[config.mk]
export PLATFORM = sky130hd
export DESIGN_NAME = prte_exec
export DESIGN_NICKNAME = d
export VERILOG_FILES = /design/src/hw/prte_pkg.sv /design/src/hw/prte_exec.sv
export SDC_FILE = /design/constraint.sdc
export NUM_CORES = 1
export LEC_CHECK = 0
export ABC_AREA = 1
export BUFFER_PORTS_ARGS = -buffer_cell sky130_fd_sc_hd__buf_2
export CORE_MARGIN = 2
export CORE_UTILIZATION = 52
export DETAILED_ROUTE_END_ITERATION = 10
export MAX_ROUTING_LAYER = met4
export PLACE_DENSITY = 0.92
export SYNTH_ARGS = -nofsm -noshare
export SYNTH_HDL_FRONTEND = slang
export SYNTH_SLANG_ARGS = --single-unit
export TNS_END_PERCENT = 30
[constraint.sdc]
create_clock -name clk -period 1.52 [get_ports clk]
set_input_delay 0.076 -clock clk [delete_from_list [all_inputs] [get_ports clk]]
set_output_delay 0.076 -clock clk [all_outputs]
set_load 0.05 [all_outputs]
[src/hw/prte_pkg.sv]
// Shared types and constants of the peripheral register transfer executor
`default_nettype none
package prte_pkg;
  localparam int unsigned NIB_W = 4;
  localparam int unsigned ADDR_W = 6;
  localparam int unsigned DATA_W = 32;
  localparam int unsigned IRQ_W = 2;
  localparam int unsigned IRQ_SER_DONE = 0;
  localparam int unsigned IRQ_SER_START = 1;
  localparam int unsigned SER_IRQ_EN_POS = 3;
  // Byte addresses of the bus registers
  localparam logic [ADDR_W-1:0] ADDR_STATUS = 6'h00;
  localparam logic [ADDR_W-1:0] ADDR_PORT_CFG = 6'h04;
  localparam logic [ADDR_W-1:0] ADDR_WAKEUP = 6'h08;
  localparam logic [ADDR_W-1:0] ADDR_MISC = 6'h0c;
  localparam logic [ADDR_W-1:0] ADDR_SHIFT = 6'h10;
  localparam logic [ADDR_W-1:0] ADDR_IRQ_STATUS = 6'h14;
  localparam logic [ADDR_W-1:0] ADDR_IRQ_ENABLE = 6'h18;
  localparam logic [ADDR_W-1:0] ADDR_IRQ_CLEAR = 6'h1c;
  // Field positions in the status register
  localparam int unsigned ST_DONE_POS = 0;
  localparam int unsigned ST_RC_POS = 1;
  // Reset values
  localparam logic [NIB_W-1:0] NIB_RST = 4'h0;
  localparam logic [7:0] SHIFT_RST = 8'h00;
  localparam logic [IRQ_W-1:0] IRQ_RST = 2'h0;
  localparam logic [DATA_W-1:0] WORD_ZERO = 32'h0000_0000;

  typedef enum logic [4:0] {
    op_none = 5'h00,
    op_port_cfg_first_write = 5'h01,
    op_port_cfg_second_write = 5'h02,
    op_port_cfg_third_write = 5'h03,
    op_port_cfg_fourth_write = 5'h04,
    op_port_cfg_extra_write = 5'h05,
    op_wakeup_first_write = 5'h06,
    op_wakeup_first_read = 5'h07,
    op_wakeup_second_write = 5'h08,
    op_wakeup_second_read = 5'h09,
    op_wakeup_third_write = 5'h0a,
    op_wakeup_third_read = 5'h0b,
    op_wakeup_fourth_write = 5'h0c,
    op_wakeup_fourth_read = 5'h0d,
    op_pullup_first_write = 5'h0e,
    op_pullup_first_read = 5'h0f,
    op_pullup_second_write = 5'h10,
    op_pullup_second_read = 5'h11,
    op_pullup_third_write = 5'h12,
    op_pullup_third_read = 5'h13,
    serial_data_read_op = 5'h14,
    serial_data_write_op = 5'h15,
    serial_start_op = 5'h16,
    serial_done_skip_op = 5'h17,
    op_serial_ctrl_read = 5'h18,
    op_serial_ctrl_write = 5'h19,
    rc_clock_select_op = 5'h1a,
    osc_ctrl_write_op = 5'h1b,
    clock_mode_read_op = 5'h1c,
    clock_mode_write_op = 5'h1d
  } prte_op_type;

  typedef struct packed {
    logic [NIB_W-1:0] port_drive_cfg_first;
    logic [NIB_W-1:0] port_drive_cfg_second;
    logic [NIB_W-1:0] port_drive_cfg_third;
    logic [NIB_W-1:0] port_drive_cfg_fourth;
    logic [NIB_W-1:0] port_drive_cfg_extra;
    logic [NIB_W-1:0] wakeup_ctrl_first;
    logic [NIB_W-1:0] wakeup_ctrl_second;
    logic [NIB_W-1:0] wakeup_ctrl_third;
    logic [NIB_W-1:0] wakeup_ctrl_fourth;
    logic [NIB_W-1:0] pullup_ctrl_first;
    logic [NIB_W-1:0] pullup_ctrl_second;
    logic [NIB_W-1:0] pullup_ctrl_third;
    logic [NIB_W-1:0] serial_ctrl_reg;
    logic [NIB_W-1:0] clock_mode_reg;
    logic osc_ctrl_bit_reg;
    logic rc_select;
  } prte_cfg_type;

  typedef struct packed {
    logic valid;
    prte_op_type op;
    logic [NIB_W-1:0] acc;
    logic [NIB_W-1:0] b;
  } prte_exec_req_type;

  typedef struct packed {
    logic acc_we;
    logic [NIB_W-1:0] acc;
    logic b_we;
    logic [NIB_W-1:0] b;
    logic skip;
  } prte_exec_rsp_type;

  typedef struct packed {
    logic [ADDR_W-1:0] address;
    logic read;
    logic write;
    logic [DATA_W-1:0] writedata;
  } prte_bus_req_type;

  typedef struct packed {
    prte_cfg_type cfg;
    logic [7:0] serial_shift;
    logic serial_done_flag;
    logic [IRQ_W-1:0] irq_status;
    logic [IRQ_W-1:0] irq_enable;
    prte_exec_rsp_type rsp;
    logic serial_start;
    logic bus_ack;
    logic [DATA_W-1:0] readdata;
  } prte_state_type;
endpackage
`default_nettype wire

[src/hw/prte_exec.sv]
// Peripheral register transfer executor with Avalon-MM register slave
//
// The register offsets and register access over Avalon-MM were decided locally.
`default_nettype none
module prte_exec
  import prte_pkg::*;
(
  input wire logic clk,
  input wire logic rst_n,
  input wire prte_exec_req_type exec_req,
  input wire logic [NIB_W-1:0] irq_ctrl_second,
  input wire logic serial_done_in,
  input wire logic [7:0] serial_rx_data,
  output prte_exec_rsp_type exec_rsp,
  output prte_cfg_type cfg,
  output logic [7:0] serial_shift,
  output logic serial_start,
  output logic irq,
  input wire logic [ADDR_W-1:0] avs_address,
  input wire logic avs_read,
  input wire logic avs_write,
  input wire logic [DATA_W-1:0] avs_writedata,
  output logic [DATA_W-1:0] avs_readdata,
  output logic avs_waitrequest
);
  prte_state_type s_q;
  prte_state_type s_d;
  prte_bus_req_type bus;
  logic serial_irq_enable_bit;

  function automatic logic [DATA_W-1:0] pad_word(input logic [23:0] v);
    pad_word = {8'h00, v};
  endfunction

  assign bus = '{address: avs_address, read: avs_read, write: avs_write,
                 writedata: avs_writedata};
  assign serial_irq_enable_bit = irq_ctrl_second[SER_IRQ_EN_POS];

  always_comb begin
    logic [IRQ_W-1:0] irq_set;
    logic [IRQ_W-1:0] irq_clr;
    logic done_clr;
    logic bus_take;
    irq_set = IRQ_RST;
    irq_clr = IRQ_RST;
    done_clr = 1'b0;
    bus_take = (bus.read || bus.write) && !s_q.bus_ack;
    s_d = s_q;
    // Results are pulses; registered so data outputs come from flops
    s_d.rsp.acc_we = 1'b0;
    s_d.rsp.b_we = 1'b0;
    s_d.rsp.skip = 1'b0;
    s_d.serial_start = 1'b0;
    // Carry is never driven here; only the done test can skip
    if (exec_req.valid) begin
      case (exec_req.op)
        op_port_cfg_first_write: begin
          s_d.cfg.port_drive_cfg_first = exec_req.acc;
        end
        op_port_cfg_second_write: begin
          s_d.cfg.port_drive_cfg_second = exec_req.acc;
        end
        op_port_cfg_third_write: begin
          s_d.cfg.port_drive_cfg_third = exec_req.acc;
        end
        op_port_cfg_fourth_write: begin
          s_d.cfg.port_drive_cfg_fourth = exec_req.acc;
        end
        op_port_cfg_extra_write: begin
          s_d.cfg.port_drive_cfg_extra = exec_req.acc;
        end
        op_wakeup_first_write: begin
          s_d.cfg.wakeup_ctrl_first = exec_req.acc;
        end
        op_wakeup_second_write: begin
          s_d.cfg.wakeup_ctrl_second = exec_req.acc;
        end
        op_wakeup_third_write: begin
          s_d.cfg.wakeup_ctrl_third = exec_req.acc;
        end
        op_wakeup_fourth_write: begin
          s_d.cfg.wakeup_ctrl_fourth = exec_req.acc;
        end
        op_wakeup_first_read: begin
          s_d.rsp.acc_we = 1'b1;
          s_d.rsp.acc = s_q.cfg.wakeup_ctrl_first;
        end
        op_wakeup_second_read: begin
          s_d.rsp.acc_we = 1'b1;
          s_d.rsp.acc = s_q.cfg.wakeup_ctrl_second;
        end
        op_wakeup_third_read: begin
          s_d.rsp.acc_we = 1'b1;
          s_d.rsp.acc = s_q.cfg.wakeup_ctrl_third;
        end
        op_wakeup_fourth_read: begin
          s_d.rsp.acc_we = 1'b1;
          s_d.rsp.acc = s_q.cfg.wakeup_ctrl_fourth;
        end
        op_pullup_first_write: begin
          s_d.cfg.pullup_ctrl_first = exec_req.acc;
        end
        op_pullup_second_write: begin
          s_d.cfg.pullup_ctrl_second = exec_req.acc;
        end
        op_pullup_third_write: begin
          s_d.cfg.pullup_ctrl_third = exec_req.acc;
        end
        op_pullup_first_read: begin
          s_d.rsp.acc_we = 1'b1;
          s_d.rsp.acc = s_q.cfg.pullup_ctrl_first;
        end
        op_pullup_second_read: begin
          s_d.rsp.acc_we = 1'b1;
          s_d.rsp.acc = s_q.cfg.pullup_ctrl_second;
        end
        op_pullup_third_read: begin
          s_d.rsp.acc_we = 1'b1;
          s_d.rsp.acc = s_q.cfg.pullup_ctrl_third;
        end
        serial_data_read_op: begin
          s_d.rsp.acc_we = 1'b1;
          s_d.rsp.b_we = 1'b1;
          s_d.rsp.b = s_q.serial_shift[7:4];
          s_d.rsp.acc = s_q.serial_shift[3:0];
        end
        serial_data_write_op: begin
          s_d.serial_shift = {exec_req.b, exec_req.acc};
        end
        serial_start_op: begin
          done_clr = 1'b1;
          s_d.serial_start = 1'b1;
          irq_set[IRQ_SER_START] = 1'b1;
        end
        serial_done_skip_op: begin
          // With the interrupt path enabled the test does nothing
          if (!serial_irq_enable_bit) begin
            done_clr = 1'b1;
            s_d.rsp.skip = s_q.serial_done_flag;
          end
        end
        op_serial_ctrl_read: begin
          s_d.rsp.acc_we = 1'b1;
          s_d.rsp.acc = s_q.cfg.serial_ctrl_reg;
        end
        op_serial_ctrl_write: begin
          s_d.cfg.serial_ctrl_reg = exec_req.acc;
        end
        rc_clock_select_op: begin
          s_d.cfg.rc_select = 1'b1;
        end
        osc_ctrl_write_op: begin
          s_d.cfg.osc_ctrl_bit_reg = exec_req.acc[0];
        end
        clock_mode_read_op: begin
          s_d.rsp.acc_we = 1'b1;
          s_d.rsp.acc = s_q.cfg.clock_mode_reg;
        end
        clock_mode_write_op: begin
          s_d.cfg.clock_mode_reg = exec_req.acc;
        end
        default: begin
          s_d.rsp.skip = 1'b0;
        end
      endcase
    end
    // A completion arriving with a clear still sets the flag
    if (serial_done_in) begin
      irq_set[IRQ_SER_DONE] = 1'b1;
      if (!(exec_req.valid && exec_req.op == serial_data_write_op)) begin
        s_d.serial_shift = serial_rx_data;
      end
    end
    s_d.serial_done_flag = (s_q.serial_done_flag && !done_clr) || serial_done_in;
    // Bus: one wait cycle, answer on the second cycle of each request
    s_d.bus_ack = bus_take;
    if (bus_take && bus.read) begin
      if (bus.address == ADDR_STATUS) begin
        s_d.readdata = WORD_ZERO;
        s_d.readdata[ST_DONE_POS] = s_q.serial_done_flag;
        s_d.readdata[ST_RC_POS] = s_q.cfg.rc_select;
      end else if (bus.address == ADDR_PORT_CFG) begin
        s_d.readdata = pad_word({4'h0, s_q.cfg.port_drive_cfg_extra,
          s_q.cfg.port_drive_cfg_fourth, s_q.cfg.port_drive_cfg_third,
          s_q.cfg.port_drive_cfg_second, s_q.cfg.port_drive_cfg_first});
      end else if (bus.address == ADDR_WAKEUP) begin
        s_d.readdata = pad_word({8'h00, s_q.cfg.wakeup_ctrl_fourth,
          s_q.cfg.wakeup_ctrl_third, s_q.cfg.wakeup_ctrl_second,
          s_q.cfg.wakeup_ctrl_first});
      end else if (bus.address == ADDR_MISC) begin
        s_d.readdata = pad_word({3'h0, s_q.cfg.osc_ctrl_bit_reg,
          s_q.cfg.clock_mode_reg, s_q.cfg.serial_ctrl_reg,
          s_q.cfg.pullup_ctrl_third, s_q.cfg.pullup_ctrl_second,
          s_q.cfg.pullup_ctrl_first});
      end else if (bus.address == ADDR_SHIFT) begin
        s_d.readdata = pad_word({16'h0000, s_q.serial_shift});
      end else if (bus.address == ADDR_IRQ_STATUS) begin
        s_d.readdata = {30'h0000_0000, s_q.irq_status};
      end else if (bus.address == ADDR_IRQ_ENABLE) begin
        s_d.readdata = {30'h0000_0000, s_q.irq_enable};
      end else begin
        // Unmapped and write-only addresses read as zero
        s_d.readdata = WORD_ZERO;
      end
    end
    // Writes take effect on the accepting edge, like the master expects
    if (s_q.bus_ack && bus.write) begin
      if (bus.address == ADDR_IRQ_ENABLE) begin
        s_d.irq_enable = bus.writedata[IRQ_W-1:0];
      end else if (bus.address == ADDR_IRQ_CLEAR) begin
        irq_clr = bus.writedata[IRQ_W-1:0];
      end
    end
    s_d.irq_status = (s_q.irq_status & ~irq_clr) | irq_set;
  end

  always_ff @(posedge clk) begin
    if (!rst_n) begin
      s_q <= '0;
    end else begin
      s_q <= s_d;
    end
  end

  assign exec_rsp = s_q.rsp;
  assign cfg = s_q.cfg;
  assign serial_shift = s_q.serial_shift;
  assign serial_start = s_q.serial_start;
  assign irq = |(s_q.irq_status & s_q.irq_enable);
  assign avs_readdata = s_q.readdata;
  assign avs_waitrequest = (avs_read || avs_write) && !s_q.bus_ack;
endmodule
`default_nettype wire

==> impl_results.md <==
* Fillers at 993
* Clk pwr share at 0.334
* CTS tree: done
* Synth Area in XOR/XNOR at 0
* Final Hold Vio Count at 0
* Power share of the combinational group at 0.142
* CP Class: reg2reg
* Via count at between 5000 and 6000
* Met3 Use GR at 0.0403
* Final WL at 16100 um
* Complex-gate fraction of the synthesized area at 0.166
* Slowest cell on the critical path: dfxtp_1
* Worst path bufs/invs at 1
* Die Span X at roughly 110 um
* Main combinational cell family by area after synthesis: simple AND/OR/NAND/NOR gates
* First-pass GRT wire length at 25100 um
* Total grt overflow at 0
* CP required at 1.82 ns
* Post-synthesis cell type count at 26
* Final core occ at 0.570
* Static Leak at 2.79 nW
* Die height at between 100 and 150 um
* Vias per cell at 5.39
* Yosys reg bits at 105
* CTS hold repair buffers at 10
* Clock Latency Late Sink at 0.37 ns
* Critical Path AT at 1.64 ns
* Post-route clock period utilization at 0.882
* Commonest cells after routing, fill and taps aside: 164 x nand2_1, 136 x buf_2, 105 x dfxtp_1
* M2 GR Usage at 0.444
* Post-Place Worst Slack at 0.122 ns
* Setup WS post-layout at 0.180 ns
* Max IR drop VDD at 491 uV
* Post-synthesis simple-gate area fraction at 0.245
* RSZ-0062 raised after global routing: no
* Share of layout cells above drive strength 1 at 0.221
* Commonest non-fill, non-tap cell in the layout: nand2_1
* Post-CTS setup buffer count at 0
* Slew headroom at 0.659
* Yosys warnings at 0
* Sequential area share after synthesis at 0.363
* Longest Clk Path Bufs at 2
* Routed Antenna Nets at 0
* Total CTS buffers at 9
* Worst-path clk slew at 0.10 ns
* FMAX at 746 MHz
* Final GP Congestion at 1.01
* Worst Setup Start Kind: register
* Min-delay worst type: in2reg
* Final setup vio count at 0
* Gr usage total at 0.276
* Std-Cell Rows at 38
* Crit path cell chain: nor2_1, nand2_1, inv_1, nand2_1, nor2_1, nand2_1, a21oi_1
* Mux contribution to synthesized area at 0
* Met1 global-route usage at 0.362
* HPWL after DPL at 11800 um
* Average wire per standard cell at 15.5 um
* P&R area growth vs syn at 6.88%
* Switching Power at about 0.0016 W
* Final net count at 965
* Most used cell, CP: nand2_1
* DRC Markers at 0
* Initial drt markers at 628
* Worst-margin pin slew at 0.511 ns
* Adder-Cell Fraction of Synth Area at 0
* CP max FO at 7
* Post-cts sizing count at 0
* Vias in the first global route at approximately 5000
* Io pins at 181
* Clock Root Buffer: clkbuf_8
* Tmin final at 1.34 ns
* Critical Path Sink Type: register
* Worst clock skew at 0.0118 ns
* Post-Synthesis Cell Area at between 5000 and 6000 um^2
* Pwr Density at around 880 nW/um^2
* Initial antenna violation count at 0
* Grt peak-use layer: met2
* Fin. max-slew vios at 0
* Ant diodes at 0
* Cells after Synth at between 800 and 900
* Crit path largest cell delay at 0.35 ns
* Cell family with most CP delay: simple AND/OR/NAND/NOR gates
* Final setup TNS at 0 ns
* Maxcap violations at 0
* Largest net degree at the start of global routing at 49
* Drt pass-1 iters at 5
* Reg power frac at 0.524
* H-tree levels at 3
* Clk sinks at about 110
* Pint at roughly 0.0038 W
* Status: complete, no violations
* Switching portion of total power at 0.293
* DIE AREA at 12000 um^2
* I/O Buffers at 136
* Syn_area_per_cell at 6.84 um^2
* CORE AREA at between 10000 and 15000 um^2
* Initial Util at 0.534
## metal layers
metal  part of all wire  vias to the layer above
li1                   -                     2717
met1               0.42                     2551
met2               0.47                      310
met3              0.099                       27
met4              0.017                        0
met5                  0                        -
## registers in the layout, indices dropped and copies added (netlist names)
signal	flops
serial_shift	8
exec_rsp	11
cfg	58
serial_start	1
avs_readdata	21
s_q	6
## stage by stage
step	instances	instance area, um^2	hold WS (ns)	power [W]
after floorplan	856	5820	0.219	0.00350
after global placement	1015	5880	0.339	0.00363
after detailed placement	1015	5880	0.346	0.00364
after CTS	1040	6180	0.00572	0.00540
after global routing	1040	6180	0.0112	0.00559
final	1040	6180	0.00597	0.00543
## worst paths after layout
check / slack [ns] / endpoint / startpoint / cells after the start
worst max-delay path: 0.18 / avs_readdata[3] / s_q[32] / 7
worst min-delay path: 0.006 / serial_shift[5] / exec_req[1] / 3
worst max register to register: 0.18 / avs_readdata[3] / s_q[32] / 7
worst min register to register: 0.47 / avs_readdata[11] / avs_readdata[11] / 2
## final cells by class
cell class                      count  area (um^2)  area share
Multi-Input combinational cell    519         2420       0.391
Tap cell                          140          175      0.0283
Inverter                           96          360      0.0583
Sequential cell                   105         2100       0.340
Timing Repair Buffer              165          923       0.149
Clock buffer                       11          151      0.0245
Clock inverter                      4         51.3     0.00830
## cell usage after synthesis, drive strengths merged
cell	number	share of area
a21oi	90	0.078
a22o	1	0.0015
a31oi	8	0.0087
buf	119	0.15
clkbuf	17	0.011
clkinv	3	0.0019
conb	1	0.00065
dfxtp	105	0.36
inv	93	0.060
nand2	166	0.11
nand3	61	0.056
nand4	9	0.0097
nor2	75	0.059
nor3	12	0.010
o211ai	6	0.0078
o21ai	76	0.066
o22ai	4	0.0043
## worst reg2reg max path, cell delays in order, from the launching register on
cell	delay (ns)
dfxtp_1	0.35
nor2_1	0.22
nand2_1	0.11
inv_1	0.20
nand2_1	0.08
nor2_1	0.10
nand2_1	0.07
a21oi_1	0.13
## power by group through the flow
stage | clock network, W | registers [W] | logic, W
finish | 0.00181 | 0.00284 | 0.000772
global route | 0.00191 | 0.00285 | 0.000830
CTS | 0.00180 | 0.00284 | 0.000758
detailed placement | 0 | 0.00290 | 0.000736
global placement | 0 | 0.00290 | 0.000726
floorplan | 0 | 0.00289 | 0.000606
## cell families after synthesis
family	count (synthesis)
buffers and inverters	232
AND/OR/NAND/NOR	323
flip-flops	105
AO/OA/AOI/OAI	185
other	1
Note: power is estimated with default switching activity, not from simulation.
